===== config.mk =====
export PLATFORM = sky130hd
export DESIGN_NAME = link_core_crypto_test_timer_regs
export DESIGN_NICKNAME = d
export VERILOG_FILES = /design/src/design/link_regs_pkg.sv /design/src/design/link_core_crypto_test_timer_regs.sv
export SDC_FILE = /design/constraint.sdc
export NUM_CORES = 1
export LEC_CHECK = 0
export BUFFER_PORTS_ARGS = -buffer_cell sky130_fd_sc_hd__buf_2
export CORE_MARGIN = 2
export CORE_UTILIZATION = 45
export CTS_CLUSTER_SIZE = 30
export DETAILED_ROUTE_END_ITERATION = 8
export GPL_TIMING_DRIVEN = 0
export PLACE_DENSITY = 0.69
export SYNTH_ARGS = -nofsm -noshare
export SYNTH_HDL_FRONTEND = slang
export SYNTH_SLANG_ARGS = --single-unit

===== constraint.sdc =====
create_clock -name REF_CLK -period 2.6 [get_ports REF_CLK]
set_input_delay 0.13 -clock REF_CLK [delete_from_list [all_inputs] [get_ports REF_CLK]]
set_output_delay 0.13 -clock REF_CLK [all_outputs]
set_load 0.02 [all_outputs]

===== src/design/link_regs_pkg.sv =====
// Package for the link-core cipher, radio-test and timer register slice.
// Assumes one clock domain and a classic Wishbone slave with 32-bit data.

package link_regs_pkg;

   // ------------------------
   // Register byte addresses
   // ------------------------
   localparam logic [31:0] ADDR_CIPHER_CONTROL       = 32'h4000_00c0;
   localparam logic [31:0] ADDR_CIPHER_KEY_WORD0     = 32'h4000_00c4;
   localparam logic [31:0] ADDR_CIPHER_KEY_WORD1     = 32'h4000_00c8;
   localparam logic [31:0] ADDR_CIPHER_KEY_WORD2     = 32'h4000_00cc;
   localparam logic [31:0] ADDR_CIPHER_KEY_WORD3     = 32'h4000_00d0;
   localparam logic [31:0] ADDR_CIPHER_BLOCK_POINTER = 32'h4000_00d4;
   localparam logic [31:0] ADDR_TX_INTEGRITY_VALUE   = 32'h4000_00d8;
   localparam logic [31:0] ADDR_RX_INTEGRITY_VALUE   = 32'h4000_00dc;
   localparam logic [31:0] ADDR_RADIO_TEST_CONTROL   = 32'h4000_00e0;
   localparam logic [31:0] ADDR_TIMING_GEN_CONTROL   = 32'h4000_00f0;
   localparam logic [31:0] ADDR_COARSE_TIMER_TARGET  = 32'h4000_00f4;
   localparam logic [31:0] ADDR_FINE_TIMER_TARGET    = 32'h4000_00f8;
   localparam logic [31:0] ADDR_CAPTURE_TRIGGER      = 32'h4000_00fc;
   localparam logic [31:0] ADDR_BASE_TIME_SAMPLE     = 32'h4000_0100;
   localparam logic [31:0] ADDR_EVENT_STATUS         = 32'h4000_0104;
   localparam logic [31:0] ADDR_EVENT_CLEAR          = 32'h4000_0108;
   localparam logic [31:0] ADDR_EVENT_ENABLE         = 32'h4000_010c;

   // ------------------------
   // Field positions
   // ------------------------
   localparam int BIT_CIPHER_START          = 0;
   localparam int BIT_CAPTURE_NOW           = 0;
   localparam int BIT_ENDLESS_RECEIVE       = 31;
   localparam int BIT_ENDLESS_TRANSMIT      = 15;
   localparam int BIT_PAYLOAD_SIZE_SELECT   = 14;
   localparam int BIT_PSEUDO_RANDOM_KIND    = 13;
   localparam int BIT_PAYLOAD_ORIGIN_SELECT = 12;
   localparam int TEST_BYTES_MSB            = 8;
   localparam int COARSE_CNT_LSB            = 4;
   localparam int COARSE_CNT_MSB            = 19;
   localparam int COARSE_ZERO_MSB           = 3;

   // ------------------------
   // Reset and seed values
   // ------------------------
   localparam logic [31:0] RESET_WORD  = 32'h0000_0000;
   localparam logic [8:0]  PRBS9_SEED  = 9'h1ff;
   localparam logic [14:0] PRBS15_SEED = 15'h7fff;

endpackage


===== src/design/link_core_crypto_test_timer_regs.sv =====
// Register slice: cipher key and pointer, integrity results, radio test
// controls with pseudo-random payload generator, timer targets, capture.
// Assumes a classic Wishbone master and a free-running base time counter
// synchronous to REF_CLK.
//
// Decided for this implementation: register access over Wishbone.

`timescale 1ns/1ps
`default_nettype none

// Functional notes
// - Key bits 63..32, 95..64, 127..96 in three consecutive RW words, reset zero.
// - Key bits 31..0 in an RW word just below the upper key words.
// - Writing start launches ciphering; bit clears when the cipher completes, masked or not.
// - Sixteen-bit RW block pointer sits in the low half of its word.
// - Read-only TX and RX integrity words, valid at cipher completion, masked or not.
// - Bit 31 set keeps the receive window open for every frame format.
// - Bit 15 set starts a packet normally then sends payload endlessly.
// - Endless payload without pseudo-random source repeats a pattern of test length.
// - Bit 14 picks payload size: descriptor length, or test length up to 511.
// - Bit 13 picks the pseudo-random kind: 9-stage or 15-stage sequence.
// - Nine-stage generator uses 1+x^5+x^9, seeded all ones.
// - Fifteen-stage generator uses 1+x+x^2+x^12+x^13+x^14, seeded all ones.
// - Bit 12 picks payload origin: memory control structure or pseudo-random generator.
// - Test length is nine bits at 8..0, in bytes.
// - Eight-bit RW exchange-table prefetch time in microseconds.
// - Coarse match when target equals counter 19..4 and counter 3..0 is zero.
// - Fine match when 27-bit target equals the whole base time counter.
// - Writing capture bit samples the counter; bit self-clears after capture.
module link_core_crypto_test_timer_regs (
   input  wire  logic         REF_CLK,
   input  wire  logic         RESETN,
   // Wishbone slave
   input  wire  logic [31:0]  ADR_I,
   input  wire  logic [31:0]  DAT_I,
   output logic       [31:0]  DAT_O,
   input  wire  logic         WE_I,
   input  wire  logic [3:0]   SEL_I,
   input  wire  logic         CYC_I,
   input  wire  logic         STB_I,
   output logic               ACK_O,
   output logic               IRQ,
   // Cipher engine
   output logic       [127:0] CIPHER_KEY,
   output logic       [15:0]  CIPHER_BLOCK_PTR,
   output logic               CIPHER_START,
   input  wire  logic         CIPHER_DONE,
   input  wire  logic [31:0]  TX_INTEGRITY_IN,
   input  wire  logic [31:0]  RX_INTEGRITY_IN,
   // Radio datapath
   output logic               ENDLESS_RECEIVE,
   output logic               ENDLESS_TRANSMIT,
   output logic               PAYLOAD_SIZE_SELECT,
   output logic               PSEUDO_RANDOM_KIND,
   output logic               PAYLOAD_ORIGIN_SELECT,
   output logic       [8:0]   TEST_PAYLOAD_BYTES,
   input  wire  logic [7:0]   DESCRIPTOR_ADV_LENGTH,
   output logic       [9:0]   PAYLOAD_LENGTH,
   output logic               REPEAT_PATTERN,
   input  wire  logic         PRBS_LOAD,
   input  wire  logic         PRBS_ADVANCE,
   output logic               PRBS_BIT,
   output logic       [7:0]   EXCHANGE_PREFETCH_US,
   // Base time counter
   input  wire  logic [26:0]  BASE_TIME_COUNT
);

   // ------------------------
   // Storage
   // ------------------------
   logic [31:0] key_word [0:3];
   logic        cipher_start;
   logic [15:0] cipher_block_ptr;
   logic [31:0] tx_integrity_word;
   logic [31:0] rx_integrity_word;
   logic [31:0] radio_test_ctl;
   logic [7:0]  exchange_prefetch_us;
   logic [15:0] coarse_match_value;
   logic [26:0] fine_match_value;
   logic        capture_now;
   logic [26:0] base_time_sample;
   logic [2:0]  event_status;
   logic [2:0]  event_enable;
   logic        coarse_hit_d;
   logic        fine_hit_d;
   logic [8:0]  prbs9;
   logic [14:0] prbs15;
   logic        ack;
   logic [31:0] read_data;

   // ------------------------
   // Bus decode
   // ------------------------
   wire         access      = CYC_I & STB_I & ~ack;
   wire         wr          = access & WE_I;
   wire [31:0]  byte_mask   = {{8{SEL_I[3]}}, {8{SEL_I[2]}}, {8{SEL_I[1]}}, {8{SEL_I[0]}}};
   wire         sel_ctl     = ADR_I == link_regs_pkg::ADDR_CIPHER_CONTROL;
   wire         sel_key0    = ADR_I == link_regs_pkg::ADDR_CIPHER_KEY_WORD0;
   wire         sel_key1    = ADR_I == link_regs_pkg::ADDR_CIPHER_KEY_WORD1;
   wire         sel_key2    = ADR_I == link_regs_pkg::ADDR_CIPHER_KEY_WORD2;
   wire         sel_key3    = ADR_I == link_regs_pkg::ADDR_CIPHER_KEY_WORD3;
   wire         sel_ptr     = ADR_I == link_regs_pkg::ADDR_CIPHER_BLOCK_POINTER;
   wire         sel_txmic   = ADR_I == link_regs_pkg::ADDR_TX_INTEGRITY_VALUE;
   wire         sel_rxmic   = ADR_I == link_regs_pkg::ADDR_RX_INTEGRITY_VALUE;
   wire         sel_test    = ADR_I == link_regs_pkg::ADDR_RADIO_TEST_CONTROL;
   wire         sel_tgen    = ADR_I == link_regs_pkg::ADDR_TIMING_GEN_CONTROL;
   wire         sel_coarse  = ADR_I == link_regs_pkg::ADDR_COARSE_TIMER_TARGET;
   wire         sel_fine    = ADR_I == link_regs_pkg::ADDR_FINE_TIMER_TARGET;
   wire         sel_capt    = ADR_I == link_regs_pkg::ADDR_CAPTURE_TRIGGER;
   wire         sel_sample  = ADR_I == link_regs_pkg::ADDR_BASE_TIME_SAMPLE;
   wire         sel_status  = ADR_I == link_regs_pkg::ADDR_EVENT_STATUS;
   wire         sel_clear   = ADR_I == link_regs_pkg::ADDR_EVENT_CLEAR;
   wire         sel_enable  = ADR_I == link_regs_pkg::ADDR_EVENT_ENABLE;

   // Only the written lanes change; unmapped addresses ack and read zero.
   wire [31:0]  wdata       = DAT_I & byte_mask;
   wire [31:0]  merged      = (read_data & ~byte_mask) | wdata;
   wire         wr_start    = wr & sel_ctl & SEL_I[0] & DAT_I[link_regs_pkg::BIT_CIPHER_START];
   wire         wr_capture  = wr & sel_capt & SEL_I[0] & DAT_I[link_regs_pkg::BIT_CAPTURE_NOW];
   wire [2:0]   clear_bits  = (wr & sel_clear) ? wdata[2:0] : 3'h0;

   // ------------------------
   // Read mux
   // ------------------------
   wire [31:0]  rd_ctl      = {31'h0, cipher_start};
   wire [31:0]  rd_ptr      = {16'h0, cipher_block_ptr};
   wire [31:0]  rd_tgen     = {24'h0, exchange_prefetch_us};
   wire [31:0]  rd_coarse   = {16'h0, coarse_match_value};
   wire [31:0]  rd_fine     = {5'h0, fine_match_value};
   wire [31:0]  rd_capt     = {31'h0, capture_now};
   wire [31:0]  rd_sample   = {5'h0, base_time_sample};
   wire [31:0]  rd_status   = {29'h0, event_status};
   wire [31:0]  rd_enable   = {29'h0, event_enable};

   always_comb begin
      read_data = link_regs_pkg::RESET_WORD;
      if (sel_ctl)    read_data = rd_ctl;
      if (sel_key0)   read_data = key_word[0];
      if (sel_key1)   read_data = key_word[1];
      if (sel_key2)   read_data = key_word[2];
      if (sel_key3)   read_data = key_word[3];
      if (sel_ptr)    read_data = rd_ptr;
      if (sel_txmic)  read_data = tx_integrity_word;
      if (sel_rxmic)  read_data = rx_integrity_word;
      if (sel_test)   read_data = radio_test_ctl;
      if (sel_tgen)   read_data = rd_tgen;
      if (sel_coarse) read_data = rd_coarse;
      if (sel_fine)   read_data = rd_fine;
      if (sel_capt)   read_data = rd_capt;
      if (sel_sample) read_data = rd_sample;
      if (sel_status) read_data = rd_status;
      if (sel_enable) read_data = rd_enable;
   end

   // ------------------------
   // Bus answer: one wait state, ack for exactly one cycle
   // ------------------------
   always_ff @(posedge REF_CLK or negedge RESETN) begin
      if (!RESETN) begin
         ack   <= 1'b0;
         DAT_O <= link_regs_pkg::RESET_WORD;
      end else begin
         ack   <= access;
         DAT_O <= (access & ~WE_I) ? read_data : link_regs_pkg::RESET_WORD;
      end
   end

   assign ACK_O = ack;

   // ------------------------
   // Key, pointer, test and timer configuration words
   // ------------------------
   wire [31:0] test_write_mask = 32'h8000_f1ff;

   always_ff @(posedge REF_CLK or negedge RESETN) begin
      if (!RESETN) begin
         for (int i = 0; i < 4; i++) begin
            key_word[i] <= link_regs_pkg::RESET_WORD;
         end
         cipher_block_ptr     <= 16'h0000;
         radio_test_ctl       <= link_regs_pkg::RESET_WORD;
         exchange_prefetch_us <= 8'h00;
         coarse_match_value   <= 16'h0000;
         fine_match_value     <= 27'h000_0000;
         event_enable         <= 3'h0;
      end else if (wr) begin
         if (sel_key0)   key_word[0]          <= merged;
         if (sel_key1)   key_word[1]          <= merged;
         if (sel_key2)   key_word[2]          <= merged;
         if (sel_key3)   key_word[3]          <= merged;
         if (sel_ptr)    cipher_block_ptr     <= merged[15:0];
         if (sel_test)   radio_test_ctl       <= merged & test_write_mask;
         if (sel_tgen)   exchange_prefetch_us <= merged[7:0];
         if (sel_coarse) coarse_match_value   <= merged[15:0];
         if (sel_fine)   fine_match_value     <= merged[26:0];
         if (sel_enable) event_enable         <= merged[2:0];
      end
   end

   assign CIPHER_KEY       = {key_word[3], key_word[2], key_word[1], key_word[0]};
   assign CIPHER_BLOCK_PTR = cipher_block_ptr;
   assign CIPHER_START     = cipher_start;

   // ------------------------
   // Cipher start and integrity results
   // ------------------------
   // A start written in the completion cycle wins, launching a new run.
   always_ff @(posedge REF_CLK or negedge RESETN) begin
      if (!RESETN) begin
         cipher_start <= 1'b0;
      end else if (wr_start) begin
         cipher_start <= 1'b1;
      end else if (CIPHER_DONE) begin
         cipher_start <= 1'b0;
      end
   end

   // Captured regardless of the enable mask
   always_ff @(posedge REF_CLK or negedge RESETN) begin
      if (!RESETN) begin
         tx_integrity_word <= link_regs_pkg::RESET_WORD;
         rx_integrity_word <= link_regs_pkg::RESET_WORD;
      end else if (CIPHER_DONE) begin
         tx_integrity_word <= TX_INTEGRITY_IN;
         rx_integrity_word <= RX_INTEGRITY_IN;
      end
   end

   // ------------------------
   // Radio test controls
   // ------------------------
   wire endless_rx   = radio_test_ctl[link_regs_pkg::BIT_ENDLESS_RECEIVE];
   wire endless_tx   = radio_test_ctl[link_regs_pkg::BIT_ENDLESS_TRANSMIT];
   wire size_select  = radio_test_ctl[link_regs_pkg::BIT_PAYLOAD_SIZE_SELECT];
   wire random_kind  = radio_test_ctl[link_regs_pkg::BIT_PSEUDO_RANDOM_KIND];
   wire origin_sel   = radio_test_ctl[link_regs_pkg::BIT_PAYLOAD_ORIGIN_SELECT];
   wire [8:0] bytes  = radio_test_ctl[link_regs_pkg::TEST_BYTES_MSB:0];

   assign ENDLESS_RECEIVE       = endless_rx;
   assign ENDLESS_TRANSMIT      = endless_tx;
   assign PAYLOAD_SIZE_SELECT   = size_select;
   assign PSEUDO_RANDOM_KIND    = random_kind;
   assign PAYLOAD_ORIGIN_SELECT = origin_sel;
   assign TEST_PAYLOAD_BYTES    = bytes;
   assign EXCHANGE_PREFETCH_US  = exchange_prefetch_us;

   // Nine-bit field caps the test length at 511; the datapath counts bytes.
   assign PAYLOAD_LENGTH = size_select ? {1'b0, bytes}
                                       : {2'b00, DESCRIPTOR_ADV_LENGTH};
   assign REPEAT_PATTERN = endless_tx & ~origin_sel;

   // ------------------------
   // Pseudo-random payload generators
   // ------------------------
   wire prbs9_fb  = prbs9[8] ^ prbs9[4];
   wire prbs15_fb = prbs15[13] ^ prbs15[12] ^ prbs15[11] ^ prbs15[1] ^ prbs15[0];

   always_ff @(posedge REF_CLK or negedge RESETN) begin
      if (!RESETN) begin
         prbs9  <= link_regs_pkg::PRBS9_SEED;
         prbs15 <= link_regs_pkg::PRBS15_SEED;
      end else if (PRBS_LOAD) begin
         prbs9  <= link_regs_pkg::PRBS9_SEED;
         prbs15 <= link_regs_pkg::PRBS15_SEED;
      end else if (PRBS_ADVANCE & origin_sel) begin
         prbs9  <= {prbs9[7:0], prbs9_fb};
         prbs15 <= {prbs15[13:0], prbs15_fb};
      end
   end

   // Zero while payload comes from memory, so the datapath may OR it in.
   always_ff @(posedge REF_CLK or negedge RESETN) begin
      if (!RESETN) begin
         PRBS_BIT <= 1'b0;
      end else begin
         PRBS_BIT <= origin_sel & (random_kind ? prbs15_fb : prbs9_fb);
      end
   end

   // ------------------------
   // Timer targets and counter capture
   // ------------------------
   wire coarse_hit = (coarse_match_value ==
                      BASE_TIME_COUNT[link_regs_pkg::COARSE_CNT_MSB:link_regs_pkg::COARSE_CNT_LSB])
                     && (BASE_TIME_COUNT[link_regs_pkg::COARSE_ZERO_MSB:0] == 4'h0);
   wire fine_hit   = fine_match_value == BASE_TIME_COUNT;

   // Edge of the match, so a stalled counter cannot retrigger
   wire coarse_event = coarse_hit & ~coarse_hit_d;
   wire fine_event   = fine_hit & ~fine_hit_d;

   always_ff @(posedge REF_CLK or negedge RESETN) begin
      if (!RESETN) begin
         coarse_hit_d <= 1'b0;
         fine_hit_d   <= 1'b0;
      end else begin
         coarse_hit_d <= coarse_hit;
         fine_hit_d   <= fine_hit;
      end
   end

   always_ff @(posedge REF_CLK or negedge RESETN) begin
      if (!RESETN) begin
         capture_now      <= 1'b0;
         base_time_sample <= 27'h000_0000;
      end else if (capture_now) begin
         base_time_sample <= BASE_TIME_COUNT;
         capture_now      <= 1'b0;
      end else if (wr_capture) begin
         capture_now <= 1'b1;
      end
   end

   // ------------------------
   // Interrupt status: set wins over a clear in the same cycle
   // ------------------------
   wire [2:0] event_set = {fine_event, coarse_event, CIPHER_DONE};

   always_ff @(posedge REF_CLK or negedge RESETN) begin
      if (!RESETN) begin
         event_status <= 3'h0;
      end else begin
         event_status <= (event_status & ~clear_bits) | event_set;
      end
   end

   assign IRQ = |(event_status & event_enable);

endmodule // link_core_crypto_test_timer_regs

`default_nettype wire


==> results.py <==
metrics = {
    "setup_path": {
        "slowest_stage": "or4_1",
        "crit_arrival_ns": 3.08,
        "cp-start-kind": "input port",
        "max_stage_delay_ns": 0.64,
        "crit_fanout": 10,
        "cp-end-kind": "flip-flop",
        "required_ns": 3.06,
        "reg2reg_slack_ns": 0.01,
        "path_common_cell": "buf_2",
        "crit_buf_inv": 3,
        "path_cells": "buf_2 > or4_1 > buf_2 > nor2_4 > o21ai_0 > a31oi_1 > a31oi_2 > o31a_1 > buf_2 > o31ai_1",
        "cp_top_family": "compound AO/OA/AOI/OAI gates",
        "criticalPathCategory": "input port to flip-flop",
    },
    "placement": {
        "dp_hpwl_mm": 63.9,
        "dp_cells": 2732,
        "port_buffers": 381,
        "placed_area_sq_um": 21000,
        "routabilityCongestion": 0.977,
    },
    "routing": {
        "dr_total_vias": 18800,
        "wl_per_cell_microns": 29.0,
        "detail-route-antenna-nets": 0,
        "drc": 0,
        "drt_wl_total_mm": 86.2,
        "dr.pass1.iters": 6,
        "via_per_inst": 6.34,
        "drtIter0Drc": 1993,
    },
    "finish": {
        "fin_area_sq_um": 24700,
        "drive_above_1_share_pct": 34.7,
        "stdcell_count": 2967,
        "fin_nets": 2577,
        "n_fill_cell": 3458,
        "syn2layout_area_growth_pct": 34.7,
    },
    "cts": {
        "clock_path_buffers": 3,
        "cts_tree": "done",
        "cts_buffers": 42,
        "ctsRootBufferMaster": "clkbuf_16",
        "htree_levels": 2,
        "cts_sinks": 367,
        "clk_pin_slew_worst_paths_ns": 0.06,
        "clk_latency_ns": 0.58,
    },
    "yosys": {
        "async_flop_share_pct": 100,
        "synth_area_leader_cell": "dfrtp_1",
        "synth_most_common_cell": "dfrtp_1",
        "synth_edf_count": 0,
        "synth_fp_nets": 1991,
        "synthDistinctLibCells": 84,
        "synth_cells": 1816,
        "syn_avg_cell_area_sq_um": 10.1,
        "synth_top_area_share_pct": 46.8,
        "ys_warn_count": 0,
        "ys_seq_area_share_pct": 50.1,
        "synthTopCellsByArea": "dfrtp_1 47%, mux2_2 7.7%, nand2_1 5.1%",
        "synth_area_sq_um": 18400,
        "netlist_top_cells_count": "344 x dfrtp_1, 252 x nand2_1, 126 x mux2_2, 123 x o21ai_0, 98 x o31ai_1",
        "synth-main-ff-cell": "dfrtp_1",
        "ys_ff_latch": 367,
    },
    "timing": {
        "timing.fmax_mhz": 383,
        "fin_ws_ns": -0.0124,
        "finalSetupViolations": 2,
        "rsz0062_at_grt": "true",
        "fin_setup_tns_ns": -0.0239,
        "report.final.slew_viol_count": 0,
        "slew-limit-headroom_pct": 27.4,
        "period_minus_slack_ns": 2.61,
        "finalHoldViolations": 0,
        "tightest_slew_ns": 1.09,
        "final.period_utilization_pct": 100,
        "skew_ns": 0.0185,
    },
    "run_status": {
        "status": "finished with violations",
        "violations": "setup timing",
    },
    "global_route": {
        "grt_max_degree": 123,
        "track_usage_pct": 40.1,
        "grt_pass1_wl_mm": 122,
        "grt_pass1_vias": 18500,
        "grt_overflow": 0,
        "antenna_found_initial": 2,
    },
    "job": {
        "drv_cap": 0,
    },
    "floorplan": {
        "initial_core_util_pct": 45.3,
        "rows": 74,
        "die_x_microns": 206,
        "dieArea_sq_um": 42500,
        "die_h_microns": 206,
        "core_area_sq_um": 40600,
        "io_pins": 388,
    },
    "pwr": {
        "p_per_area_nw_per_um2": 542,
        "leakagePower_nw": 11.2,
        "ir_worst_vdd_v": 0.000517,
    },
    "min_path": {
        "hold_class": "input port to flip-flop",
    },
}
## through the flow
stage	hold WS, ns	util [%]	total power [W]	setup slack, ns
after floorplan	-0.166	-	0.00639	0.104
after global placement	0.363	51.7	0.00694	-5.74
after detailed placement	-0.0521	51.9	0.00698	-1.76
after CTS	0.00125	60.2	0.0133	-0.00944
after global routing	0.0369	61.0	0.0137	-0.0353
final	0.00891	61.0	0.0134	-0.0124
## per-layer routing
metal	up-vias	wire length [microns]	global-route usage, %
met3	282	9480	10.4
met1	9322	32900	51.8
li1	7897	-	-
met5	-	11	0
met2	1294	39200	62.5
met4	2	4560	20.0
## logic make-up (layout without fill, tap and decap cells)
family                    count (synthesis)  count (layout)  synth area share, %
AOI/OAI and AO/OA                       542             542                 20.2
and+or+nand+nor                         564             564                 15.4
xor gates and xnor gates                 48              48                 2.29
buffers and inverters                   155             772                 3.45
DFF                                     367             367                 50.1
other                                     1               3               0.0204
muxes                                   139             139                 8.50
## worst register-to-register path: stages, from the launching register on
cell and delay (ns):
dfrtp_1 0.40, or4b_2 0.62, a32oi_1 0.26, o22ai_1 0.14
a21boi_1 0.25, o22ai_2 0.18, a221oi_4 0.33, buf_12 0.18
o31ai_1 0.08
## repair_timing
| item | in CTS | in global routing |
|---|---|---|
| endpoints found under the setup margin | 247 | 205 |
| hold buffers | 106 | 0 |
| setup buffers | 36 | 18 |
| hold endpoints to repair | 236 | 0 |
| pin swaps | 21 | 16 |
| gates resized for setup | 123 | 71 |
## flip-flops by register name, summed over array words and instances (netlist names), 8 cells and up
| signal | flops |
|---|---|
| CIPHER_BLOCK_PTR | 16 |
| CIPHER_KEY | 128 |
| DAT_O | 32 |
| EXCHANGE_PREFETCH_US | 8 |
| base_time_sample | 27 |
| coarse_match_value | 16 |
| fine_match_value | 27 |
| prbs15 | 14 |
| prbs9 | 9 |
| radio_test_ctl | 14 |
| rx_integrity_word | 32 |
| tx_integrity_word | 32 |
## path summary, 6_finish.rpt
check | end | cells past startpoint | startpoint
max in group asynchronous | CIPHER_KEY[81] | 4 | RESETN
hold / removal | CIPHER_KEY[61] | 4 | DAT_I[29]
setup / recovery | CIPHER_BLOCK_PTR[3] | 10 | ADR_I[26]
hold reg to reg | CIPHER_KEY[86] | 2 | CIPHER_KEY[86]
setup reg to reg | CIPHER_KEY[78] | 8 | CIPHER_KEY[78]
min in group asynchronous | prbs15[2] | 2 | RESETN
## cell type report
| cell class | count | area (sq um) | share of cell area (%) |
|---|---|---|---|
| sequential | 367 | 9210 | 37.2 |
| multi-input combinational | 1294 | 9110 | 36.8 |
| timing repair buffer | 544 | 3590 | 14.5 |
| clock buffer | 66 | 1280 | 5.19 |
| buffer | 140 | 677 | 2.74 |
| tap | 532 | 666 | 2.69 |
| clock inverter | 9 | 153 | 0.617 |
| inverter | 13 | 52.6 | 0.212 |
| antenna | 2 | 5.00 | 0.0202 |
## report_power, final
part	internal, W	total, W	switching, W
Combinational	0.000502	0.00125	0.000753
Sequential	0.00582	0.00590	0.0000820
Clock	0.00378	0.00626	0.00248
Total	0.0101	0.0134	0.00331
## cell usage in the layout (no fill, tap or decap), types with 27 or more instances in the layout
| cell type | instances |
|---|---|
| o22ai_1 | 35 |
| a22oi_1 | 38 |
| a21oi_1 | 61 |
| o31ai_1 | 96 |
| buf_2 | 404 |
| clkbuf_16 | 44 |
| nor2b_1 | 35 |
| mux2_2 | 126 |
| nand2_1 | 248 |
| clkbuf_2 | 34 |
| dlygate4sd3_1 | 106 |
| buf_4 | 50 |
| o21ai_1 | 34 |
| clkbuf_1 | 60 |
| nand3_1 | 27 |
| o21ai_0 | 119 |
| nor2_1 | 76 |
| dfrtp_1 | 344 |
(Power assumes the default switching activity.)
